[config.mk]
export PLATFORM = sky130hd
export DESIGN_NAME = mft_timer
export DESIGN_NICKNAME = d
export VERILOG_FILES = /design/src/core/mft_pkg.sv /design/src/core/mft_timer.sv /design/src/core/mft_ext_irq.sv
export VERILOG_INCLUDE_DIRS = /design/src /design/src/core
export SDC_FILE = /design/constraint.sdc
export NUM_CORES = 1
export LEC_CHECK = 0
export ABC_AREA = 1
export BUFFER_PORTS_ARGS = -buffer_cell sky130_fd_sc_hd__buf_2
export CORE_MARGIN = 3
export CORE_UTILIZATION = 50
export CTS_CLUSTER_SIZE = 20
export DETAILED_ROUTE_END_ITERATION = 7
export PLACE_DENSITY = 0.72
export SYNTH_ARGS = -nofsm -noshare
export SYNTH_HDL_FRONTEND = slang
export SYNTH_HIERARCHICAL = 1
export SYNTH_SLANG_ARGS = --single-unit
[constraint.sdc]
create_clock -name clk_sys -period 3.5 [get_ports clk_sys]
set_input_delay 0.35 -clock clk_sys [delete_from_list [all_inputs] [get_ports clk_sys]]
set_output_delay 0.35 -clock clk_sys [all_outputs]
set_load 0.005 [all_outputs]
[src/core/mft_regs.svh]
`ifndef MFT_REGS_SVH
`define MFT_REGS_SVH
`define MFT_ADDR_W 16
`define MFT_CSR_ADDR 16'h0008
`define MFT_CNT_ADDR 16'h0009
`define MFT_WDOG_ADDR 16'h3ff0
`define MFT_CSR_RESET 8'h03
`define MFT_BIT_OVF 7
`define MFT_BIT_PER 6
`define MFT_BIT_OVF_IE 5
`define MFT_BIT_PER_IE 4
`define MFT_BIT_EDGE_ONLY 3
`define MFT_BIT_RATE_HI 1
`define MFT_BIT_RATE_LO 0
`define MFT_PRESCALE_W 2
`define MFT_RIPPLE_W 8
`define MFT_RTI_DIV_W 4
`define MFT_RATE_DIV_W 3
`define MFT_WDOG_W 3
`endif

[src/core/mft_pkg.sv]
package mft_pkg;
  typedef enum logic [1:0] {
    MFT_RATE_DIV1,
    MFT_RATE_DIV2,
    MFT_RATE_DIV4,
    MFT_RATE_DIV8
  } mft_rate_t;
  typedef enum logic [1:0] {
    MFT_EXT_IDLE,
    MFT_EXT_PENDING
  } mft_ext_state_t;
endpackage : mft_pkg

[src/core/mft_timer.sv]
`timescale 1ns/1ps
`include "mft_regs.svh"
// How it works
// - bus clock divided by four drives an eight stage counter, overflow every 1024.
// - overflow flag sets when counter wraps from all ones to zero.
// - overflow request while overflow flag and its enable bit 5 are set.
// - writing zero to the overflow flag bit clears it.
// - four stage divider after counter gives base tick every 16384 clocks.
// - rate select codes 0..3 divide base tick by 1, 2, 4, 8.
// - periodic flag sets per selected tick; request when flag and enable set.
// - writing zero clears periodic flag; writing one leaves it unchanged.
// - watchdog times out after eight selected ticks; at least seven periods guaranteed.
// - watchdog timeout asserts an internal reset request to the core.
// - software writes zero to bit 0 of service address; count clears.
// - watchdog always enabled, no disable, keeps counting in wait mode.
// - edge-only bit 3 picks falling edge, else low level plus falling edge.
// - counter value readable, read only, cleared by reset.
// - reset loads flags and enables zero, rate select as 11.
// - overflow and periodic sources share one request line and vector.
// - in level mode a low external line keeps requesting after service.
module mft_timer import mft_pkg::*; #(
  parameter int PRESCALE_W = `MFT_PRESCALE_W,
  parameter int RIPPLE_W = `MFT_RIPPLE_W,
  parameter int RTI_DIV_W = `MFT_RTI_DIV_W
) (
  // clock and reset
  input wire logic clk_sys,
  input wire logic rst,
  // register port
  input wire logic [`MFT_ADDR_W-1:0] reg_addr,
  input wire logic [7:0] reg_wdata,
  input wire logic reg_wr,
  input wire logic reg_rd,
  output logic [7:0] reg_rdata,
  // external interrupt pin and core handshake
  input wire logic ext_irq_n_pin,
  input wire logic ext_irq_ack,
  output logic ext_irq_req,
  // requests to the core
  output logic timer_irq_req,
  output logic watchdog_reset_req
);
  logic [PRESCALE_W-1:0] prescale;
  logic [RIPPLE_W-1:0] timer_count_value;
  logic [RTI_DIV_W-1:0] rti_div;
  logic [`MFT_RATE_DIV_W-1:0] rate_div;
  logic [`MFT_WDOG_W-1:0] wdog_count;
  logic overflow_flag;
  logic periodic_tick_flag;
  logic overflow_irq_enable;
  logic periodic_irq_enable;
  logic ext_irq_edge_only;
  logic rate_select_high;
  logic rate_select_low;
  // reset image kept whole so each field picks its own bit
  localparam logic [7:0] CSR_RST = `MFT_CSR_RESET;

  function automatic logic hit(input logic [`MFT_ADDR_W-1:0] a,
                               input logic [`MFT_ADDR_W-1:0] b);
    hit = (a == b);
  endfunction : hit

  wire csr_wr = reg_wr & hit(reg_addr, `MFT_CSR_ADDR);
  wire wdog_wr = reg_wr & hit(reg_addr, `MFT_WDOG_ADDR);
  wire csr_rd = reg_rd & hit(reg_addr, `MFT_CSR_ADDR);
  wire cnt_rd = reg_rd & hit(reg_addr, `MFT_CNT_ADDR);

  wire pre_tc = &prescale;
  wire ovf_tick = pre_tc & (&timer_count_value);
  wire base_tick = ovf_tick & (&rti_div);
  mft_rate_t rate;
  assign rate = mft_rate_t'({rate_select_high, rate_select_low});
  logic sel_tick;
  always_comb begin
    sel_tick = 1'b0;
    case (rate)
      MFT_RATE_DIV1: sel_tick = base_tick;
      MFT_RATE_DIV2: sel_tick = base_tick & rate_div[0];
      MFT_RATE_DIV4: sel_tick = base_tick & (&rate_div[1:0]);
      MFT_RATE_DIV8: sel_tick = base_tick & (&rate_div);
      default: sel_tick = 1'b0;
    endcase
  end

  // service needs a zero in bit 0 only; other bits don't care
  wire wdog_service = wdog_wr & ~reg_wdata[0];
  // clear from the count, then eight ticks: first partial period costs up to one
  wire wdog_expire = sel_tick & (&wdog_count) & ~wdog_service;

  // set wins over a same cycle clear
  wire next_ovf = ovf_tick | (overflow_flag &
                  ~(csr_wr & ~reg_wdata[`MFT_BIT_OVF]));
  wire next_per = sel_tick | (periodic_tick_flag &
                  ~(csr_wr & ~reg_wdata[`MFT_BIT_PER]));
  wire next_ovf_ie = csr_wr ? reg_wdata[`MFT_BIT_OVF_IE] : overflow_irq_enable;
  wire next_per_ie = csr_wr ? reg_wdata[`MFT_BIT_PER_IE] : periodic_irq_enable;
  // one shared request line, the handler reads both flags
  wire next_timer_irq = (next_ovf & next_ovf_ie) | (next_per & next_per_ie);

  wire [7:0] csr_value;
  assign csr_value = {overflow_flag, periodic_tick_flag, overflow_irq_enable,
                      periodic_irq_enable, ext_irq_edge_only, 1'b0,
                      rate_select_high, rate_select_low};
  wire [7:0] next_rdata = csr_rd ? csr_value :
                          cnt_rd ? 8'(timer_count_value) : 8'h00;

  always_ff @(posedge clk_sys) begin
    if (rst) begin
      prescale <= '0;
      timer_count_value <= '0;
      rti_div <= '0;
      rate_div <= '0;
    end else begin
      prescale <= prescale + 1'b1;
      if (pre_tc) begin
        timer_count_value <= timer_count_value + 1'b1;
      end
      if (ovf_tick) begin
        rti_div <= rti_div + 1'b1;
      end
      if (base_tick) begin
        rate_div <= rate_div + 1'b1;
      end
    end
  end

  // the watchdog block has no enable input at all
  always_ff @(posedge clk_sys) begin
    if (rst) begin
      wdog_count <= '0;
      watchdog_reset_req <= 1'b0;
    end else begin
      if (wdog_service) begin
        wdog_count <= '0;
      end else if (sel_tick) begin
        wdog_count <= wdog_count + 1'b1;
      end
      watchdog_reset_req <= wdog_expire;
    end
  end

  always_ff @(posedge clk_sys) begin
    if (rst) begin
      overflow_flag <= CSR_RST[`MFT_BIT_OVF];
      periodic_tick_flag <= CSR_RST[`MFT_BIT_PER];
      overflow_irq_enable <= CSR_RST[`MFT_BIT_OVF_IE];
      periodic_irq_enable <= CSR_RST[`MFT_BIT_PER_IE];
      ext_irq_edge_only <= CSR_RST[`MFT_BIT_EDGE_ONLY];
      rate_select_high <= CSR_RST[`MFT_BIT_RATE_HI];
      rate_select_low <= CSR_RST[`MFT_BIT_RATE_LO];
      timer_irq_req <= 1'b0;
      reg_rdata <= 8'h00;
    end else begin
      overflow_flag <= next_ovf;
      periodic_tick_flag <= next_per;
      overflow_irq_enable <= next_ovf_ie;
      periodic_irq_enable <= next_per_ie;
      timer_irq_req <= next_timer_irq;
      reg_rdata <= next_rdata;
      if (csr_wr) begin
        ext_irq_edge_only <= reg_wdata[`MFT_BIT_EDGE_ONLY];
        // rate change mid period alters the watchdog window in progress; a faster rate shortens it
        rate_select_high <= reg_wdata[`MFT_BIT_RATE_HI];
        rate_select_low <= reg_wdata[`MFT_BIT_RATE_LO];
      end
    end
  end

  mft_ext_irq u_ext_irq (
    .clk_sys(clk_sys),
    .rst(rst),
    .ext_irq_n_pin(ext_irq_n_pin),
    .ext_irq_edge_only(ext_irq_edge_only),
    .ext_irq_ack(ext_irq_ack),
    .ext_irq_req(ext_irq_req)
  );
endmodule : mft_timer

[src/core/mft_ext_irq.sv]
`timescale 1ns/1ps
`include "mft_regs.svh"
module mft_ext_irq import mft_pkg::*; (
  // clock and reset
  input wire logic clk_sys,
  input wire logic rst,
  // pin and option
  input wire logic ext_irq_n_pin,
  input wire logic ext_irq_edge_only,
  // core handshake
  input wire logic ext_irq_ack,
  output logic ext_irq_req
);
  logic sync_a;
  logic sync_b;
  logic last_b;
  mft_ext_state_t state;
  wire fall = last_b & ~sync_b;
  wire level_low = ~sync_b & ~ext_irq_edge_only;
  // a fall during service merges into the pending request; only one in the ack cycle is kept
  wire next_req = fall | level_low | ((state == MFT_EXT_PENDING) & ~ext_irq_ack);
  always_ff @(posedge clk_sys) begin
    if (rst) begin
      sync_a <= 1'b1;
      sync_b <= 1'b1;
      last_b <= 1'b1;
      ext_irq_req <= 1'b0;
      state <= MFT_EXT_IDLE;
    end else begin
      sync_a <= ext_irq_n_pin;
      sync_b <= sync_a;
      last_b <= sync_b;
      ext_irq_req <= next_req;
      case (state)
        MFT_EXT_IDLE: state <= next_req ? MFT_EXT_PENDING : MFT_EXT_IDLE;
        MFT_EXT_PENDING: state <= next_req ? MFT_EXT_PENDING : MFT_EXT_IDLE;
        default: state <= MFT_EXT_IDLE;
      endcase
    end
  end
endmodule : mft_ext_irq

==> flow_summary.toml, run 1 <==
[outcome]
status = "completed"

[synth]
ys_ff_latch = 41
syn-cell-area_um2 = 1900
avgSynthCellArea_um2 = 7.38
synth.largest_area_cell = "dfxtp_1"
syn_nets = 294
synth_cells = 257
ys_types = 27
synth_top_area_share_pct = 43.3
yosysSeqAreaShare_pct = 43.3
synth_area_leaders = "dfxtp_1, nand2_1, nor2_1"
yosys_warnings = 6

[setup_path]
r2r_end = "rate_div[0]$_SDFFE_PP0P_"
path_max_fanout = 8
endpoint_kind = "flop"
r2r_start = "prescale[0]$_SDFF_PP0_"
r2r_slack_ns = 1.85
crit_type = "flop to flop"
required_ns = 3.66
reg2regPathDepth = 8
start_kind = "flop"
cp.arrival_ns = 1.81

[finish]
num_antenna_cells = 0
fin_area_um2 = 2210
area_delta_synth_final_pct = 16.8
fillerInstances = 327
mostFrequentLayoutCells = "nand2_1, dfxtp_1, buf_2"
drive_above_1_share_pct = 19.1
multi_input_area_um2 = 927
final_common_cell = "nand2_1"
seq_area_um2 = 821
nets = 335

[global_routing]
grt_pass1_wl_um = 6310
grt_max_degree = 23
antenna_found_initial = 0
grt.total_usage_pct = 18.3
grt_pass1_vias = 1522
overflow = 0

[timing]
skew_ns = 0.00527
fin_setup_tns_ns = 0
tightest_slew_ns = 0.523
slew_headroom_pct = 65.1
fin_ws_ns = 1.85
hold_viol = 0
setup_viol = 0
min_period_ns = 1.65
fmax_mhz = 608
rsz0062_at_grt = "false"
report.final.slew_viol_count = 0
fin_crit_sh_pct = 47.0

[clocking]
cts_sinks = 41
clk_latency_ns = 0.29
h-tree-depth = 2
cts_tree = "built"
cts_buffers = 5
post_cts_resized = 0
cts_setup_buffers = 0
root_buffer = "clkbuf_8"
cts_hold_buf = 0
clk_path_buf_depth = 2
clk_pin_slew_worst_paths_ns = 0.07

[die]
fp.dieArea_um2 = 4570
pin_count = 41
die_height_um = 67.6
die_w_um = 67.6
initial_utilization_pct = 54.2
num_rows = 21
coreArea_um2 = 3490

[detailed_routing]
dr.pass1.iters = 4
num_vias = 1735
totalWireLength_um = 3730
viasPerCell = 5.04
ant_nets = 0
drt_iter0_markers = 94
drc_errors = 0
wl_per_cell_um = 10.8

[placement]
post-place-ws_ns = 1.72
gp_congestion = 0.784
port_buffers = 39
place_area_um2 = 2130
dp_hpwl_um = 2840

[worst_hold_path]
hp-class = "input port to flop"
hold_path_depth = 2
worstHoldEndpoint = "u_ext_irq/sync_a$_SDFF_PP1_"
worstHoldStart = "ext_irq_n_pin"

[power]
power_density_nw_per_um2 = 371
ir_drop_v = 0.000243
power.leakage_nw = 1.07

[run]
cap_violations = 0
[report_power, final]
group          total (mW)  switching (mW)  internal [mW]
registers           0.473         0.00227          0.471
clock network       0.304           0.147          0.156
logic              0.0452          0.0259         0.0194
[synthesized netlist by cell type, drive strengths merged]
cell,n
or2,2
buf,2
a21oi,23
xnor2,1
o21ai,12
nor3b,1
o21a,1
nand3,23
nand3b,1
nor3,1
nand2,53
and3b,1
dfxtp,41
nand4,12
nor2,39
ha,7
inv,34
clkbuf,3
[worst max path at each step]
stage                                      start                        to  slack [ns]  cells past startpoint
2_1_floorplan             prescale[0]$_SDFF_PP0_  rate_div[0]$_SDFFE_PP0P_        2.08                      8
3_3_place_gp                        reg_addr[15]   reg_rdata[6]$_SDFF_PP0_        1.76                      8
3_5_place_dp                        reg_addr[15]   reg_rdata[5]$_SDFF_PP0_        1.72                      8
4_1_cts                   prescale[0]$_SDFF_PP0_  rate_div[0]$_SDFFE_PP0P_        1.85                      8
5_1_grt        timer_count_value[0]$_SDFFE_PP0P_  rate_div[0]$_SDFFE_PP0P_        1.72                      8
6_report                  prescale[0]$_SDFF_PP0_  rate_div[0]$_SDFFE_PP0P_        1.85                      8
[critical path: stages, from the launching register on]
cell     delay (ns)
dfxtp_1        0.34
ha_1           0.28
nand3_2        0.14
nor2_4         0.16
nand3_4        0.17
inv_2          0.16
nand3_1        0.13
nand2_1        0.09
a21oi_1        0.06
[state kept, by name (all words and copies together), names as in the netlist, 2 cells and up]
name	cells
prescale	2
wdog_count	3
rti_div	4
reg_rdata	8
rate_div	3
timer_count_value	8
[through the flow]
step / instances / util (%) / total power, mW / hold WS [ns]
global route: 344 / 63.4 / 0.857 / 0.253
floorplan: 257 / - / 0.506 / 0.383
detailed placement: 337 / 60.9 / 0.530 / 0.390
finish: 344 / 63.4 / 0.822 / 0.241
CTS: 344 / 63.4 / 0.834 / 0.237
global placement: 337 / 60.9 / 0.529 / 0.389
[logic make-up (layout without fill, tap and decap cells)]
| kind of cell | Yosys count | count (layout) | synth area share, % |
|---|---|---|---|
| buffers and inverters | 39 | 80 | 7.79 |
| flip-flops | 41 | 41 | 43.3 |
| XOR/XNOR | 1 | 1 | 0.462 |
| adder cells (fa/ha/maj) | 7 | 7 | 4.62 |
| AND/OR/NAND/NOR | 133 | 133 | 34.2 |
| AO/OA/AOI/OAI | 36 | 36 | 9.64 |
[per-layer routing]
metal | global-route usage (%) | vias up | part of all wire (%)
met5 | 0 | - | 0
li1 | - | 912 | -
met3 | 5.16 | 9 | 7.6
met2 | 28.9 | 64 | 44
met4 | 8.35 | 0 | 2.0
met1 | 23.1 | 750 | 46
[layout make-up]
class	instances	share of cell area, %
Clock buffer	7	3.90
Multi-Input combinational cell	177	41.9
Inverter	34	5.76
Timing Repair Buffer	39	8.81
Tap cell	46	2.60
Sequential cell	41	37.1
Power figures use the tool's default switching activity.
==> inputs of run 2 (changes only) <==
clock period = 1.65 ns   (was 3.5 ns; I/O delays follow)
==> run 2 against run 1 <==
Against the previous run:
- worst hold slack lost 0.19 ns
- largest power group unchanged
- non-clock buffer count grew 9
- global-route usage grew 1.9 points
- utilization grew 2.7 points
- combinational power grew 140%
- highest routed layer unchanged
- clock-buffer cell count is the same
- sequential share of layout area shrank 1.5 points
- routed wire length grew 5.0%
- critical path depth is the same
- critical endpoint is now rate_div[2]$_SDFFE_PP0P_
- die area is the same
==> flow_summary.toml, run 2 (synthesized netlist as in run 1, its figures left out) <==
[outcome]
status = "completed"

[timing]
fin_setup_tns_ns = 0
min_period_ns = 1.49
fmax_mhz = 670
report.final.slew_viol_count = 0
skew_ns = 0.00628
rsz0062_at_grt = "false"
tightest_slew_ns = 0.336
setup_viol = 0
hold_viol = 0
slew_headroom_pct = 77.6
fin_crit_sh_pct = 90.4

[setup_path]
crit_chain = "ha_4, nand3_2, nor2_4, nand3_4, inv_2, nand3_1, nand2_1, a21oi_1"
slowest_delay_ns = 0.39
r2r_end = "rate_div[2]$_SDFFE_PP0P_"
reg2regPathDepth = 8
r2r_slack_ns = 0.16
start_kind = "flop"
crit_family = "simple AND/OR/NAND/NOR gates"
crit_type = "flop to flop"
slowest_stage = "dfxtp_1"
path_max_fanout = 7
critPathBufInv = 1
required_ns = 1.83
r2r_start = "prescale[0]$_SDFF_PP0_"
cp.arrival_ns = 1.67
endpoint_kind = "flop"

[die]
fp.dieArea_um2 = 4570
initial_utilization_pct = 54.2
die_height_um = 67.6
num_rows = 21
die_w_um = 67.6
pin_count = 41
coreArea_um2 = 3490

[detailed_routing]
drc_errors = 0
viasPerCell = 4.94
ant_nets = 0
wl_per_cell_um = 11.1
totalWireLength_um = 3910
dr.pass1.iters = 4
drt_iter0_markers = 82
num_vias = 1749

[finish]
stdcell_count = 354
drive_above_1_share_pct = 22.4
final_common_cell = "nand2_1"
mostFrequentLayoutCells = "nand2_1, dfxtp_1, buf_2"
area_delta_synth_final_pct = 21.8
nets = 344
largestRegisters = "reg_rdata: 8 flops, timer_count_value: 8 flops, rti_div: 4 flops"
num_antenna_cells = 0

[clocking]
clk_latency_ns = 0.29
clk_path_buf_depth = 2
root_buffer = "clkbuf_8"
cts_sinks = 41
cts_tree = "built"
clk_pin_slew_worst_paths_ns = 0.07
cts_buffers = 5
h-tree-depth = 2

[placement]
port_buffers = 39
dp_hpwl_um = 2960
dp.cells = 345
gp_congestion = 0.781

[power]
power_density_nw_per_um2 = 790
ir_drop_v = 0.000496
power.leakage_nw = 1.13

[worst_hold_path]
worstHoldStart = "ext_irq_n_pin"
hp-class = "input port to flop"
hold_path_depth = 2
worstHoldEndpoint = "u_ext_irq/sync_a$_SDFF_PP1_"

[global_routing]
grt_pass1_wl_um = 6870
grt_pass1_vias = 1651
grt.total_usage_pct = 20.3
overflow = 0
antenna_found_initial = 0
grt_max_degree = 22

[run]
cap_violations = 0
run 2: cell types whose count changed in the layout (fill, tap and decap cells not counted), sizes merged:
cell / change
clkinv: +1
buf: +9
run 2: worst max path at each step:
stage,startpoint,to,depth (start not counted)
after detailed placement,prescale[0]$_SDFF_PP0_,rate_div[0]$_SDFFE_PP0P_,8
after global routing,timer_count_value[1]$_SDFFE_PP0P_,wdog_count[2]$_SDFFE_PP0P_,9
after global placement,prescale[0]$_SDFF_PP0_,rate_div[2]$_SDFFE_PP0P_,8
after CTS,prescale[0]$_SDFF_PP0_,rate_div[2]$_SDFFE_PP0P_,8
after floorplan,prescale[0]$_SDFF_PP0_,rate_div[0]$_SDFFE_PP0P_,8
final,prescale[0]$_SDFF_PP0_,rate_div[2]$_SDFFE_PP0P_,8
run 2: layout make-up:
| type | instances | area [um^2] |
|---|---|---|
| clock inverter | 1 | 5.00 |
| timing repair buffer | 48 | 263 |
| sequential | 41 | 821 |
| inverter | 34 | 128 |
| multi-input combinational | 177 | 940 |
| clock buffer | 7 | 96.3 |
| fill | 336 | 1180 |
| tap | 46 | 57.6 |
run 2: routing by layer:
metal  vias up  track usage, %  routed length, um
met5         -               0                  0
met3         8            5.16                253
met4         0            10.6                 99
met1       759            25.2               1790
met2        53            32.0               1770
li1        929               -                  -
run 2: timing repair:
| action | 4_1_cts | 5_1_grt |
|---|---|---|
| gates resized for setup | 0 | 2 |
| endpoints found under the hold margin | 0 | 0 |
| hold buffers | 0 | 0 |
| setup buffers | 0 | 1 |
| setup endpoints to repair | 0 | 10 |
run 2: power breakdown:
| part | switching (mW) | internal [mW] |
|---|---|---|
| Combinational | 0.0588 | 0.0500 |
| Sequential | 0.00602 | 0.999 |
| Clock | 0.333 | 0.378 |
run 2: per-stage QoR:
stage	power (mW)	hold WS, ns	area (um^2)	setup slack (ns)	util [%]
after detailed placement	1.13	0.350	2190	0.0906	62.6
final	1.82	0.0543	2310	0.158	66.1
after global routing	1.92	0.0643	2310	0.0274	66.1
after CTS	1.84	0.0454	2290	0.0727	65.5
after floorplan	1.07	0.257	1900	0.227	-
after global placement	1.13	0.346	2190	0.112	62.6
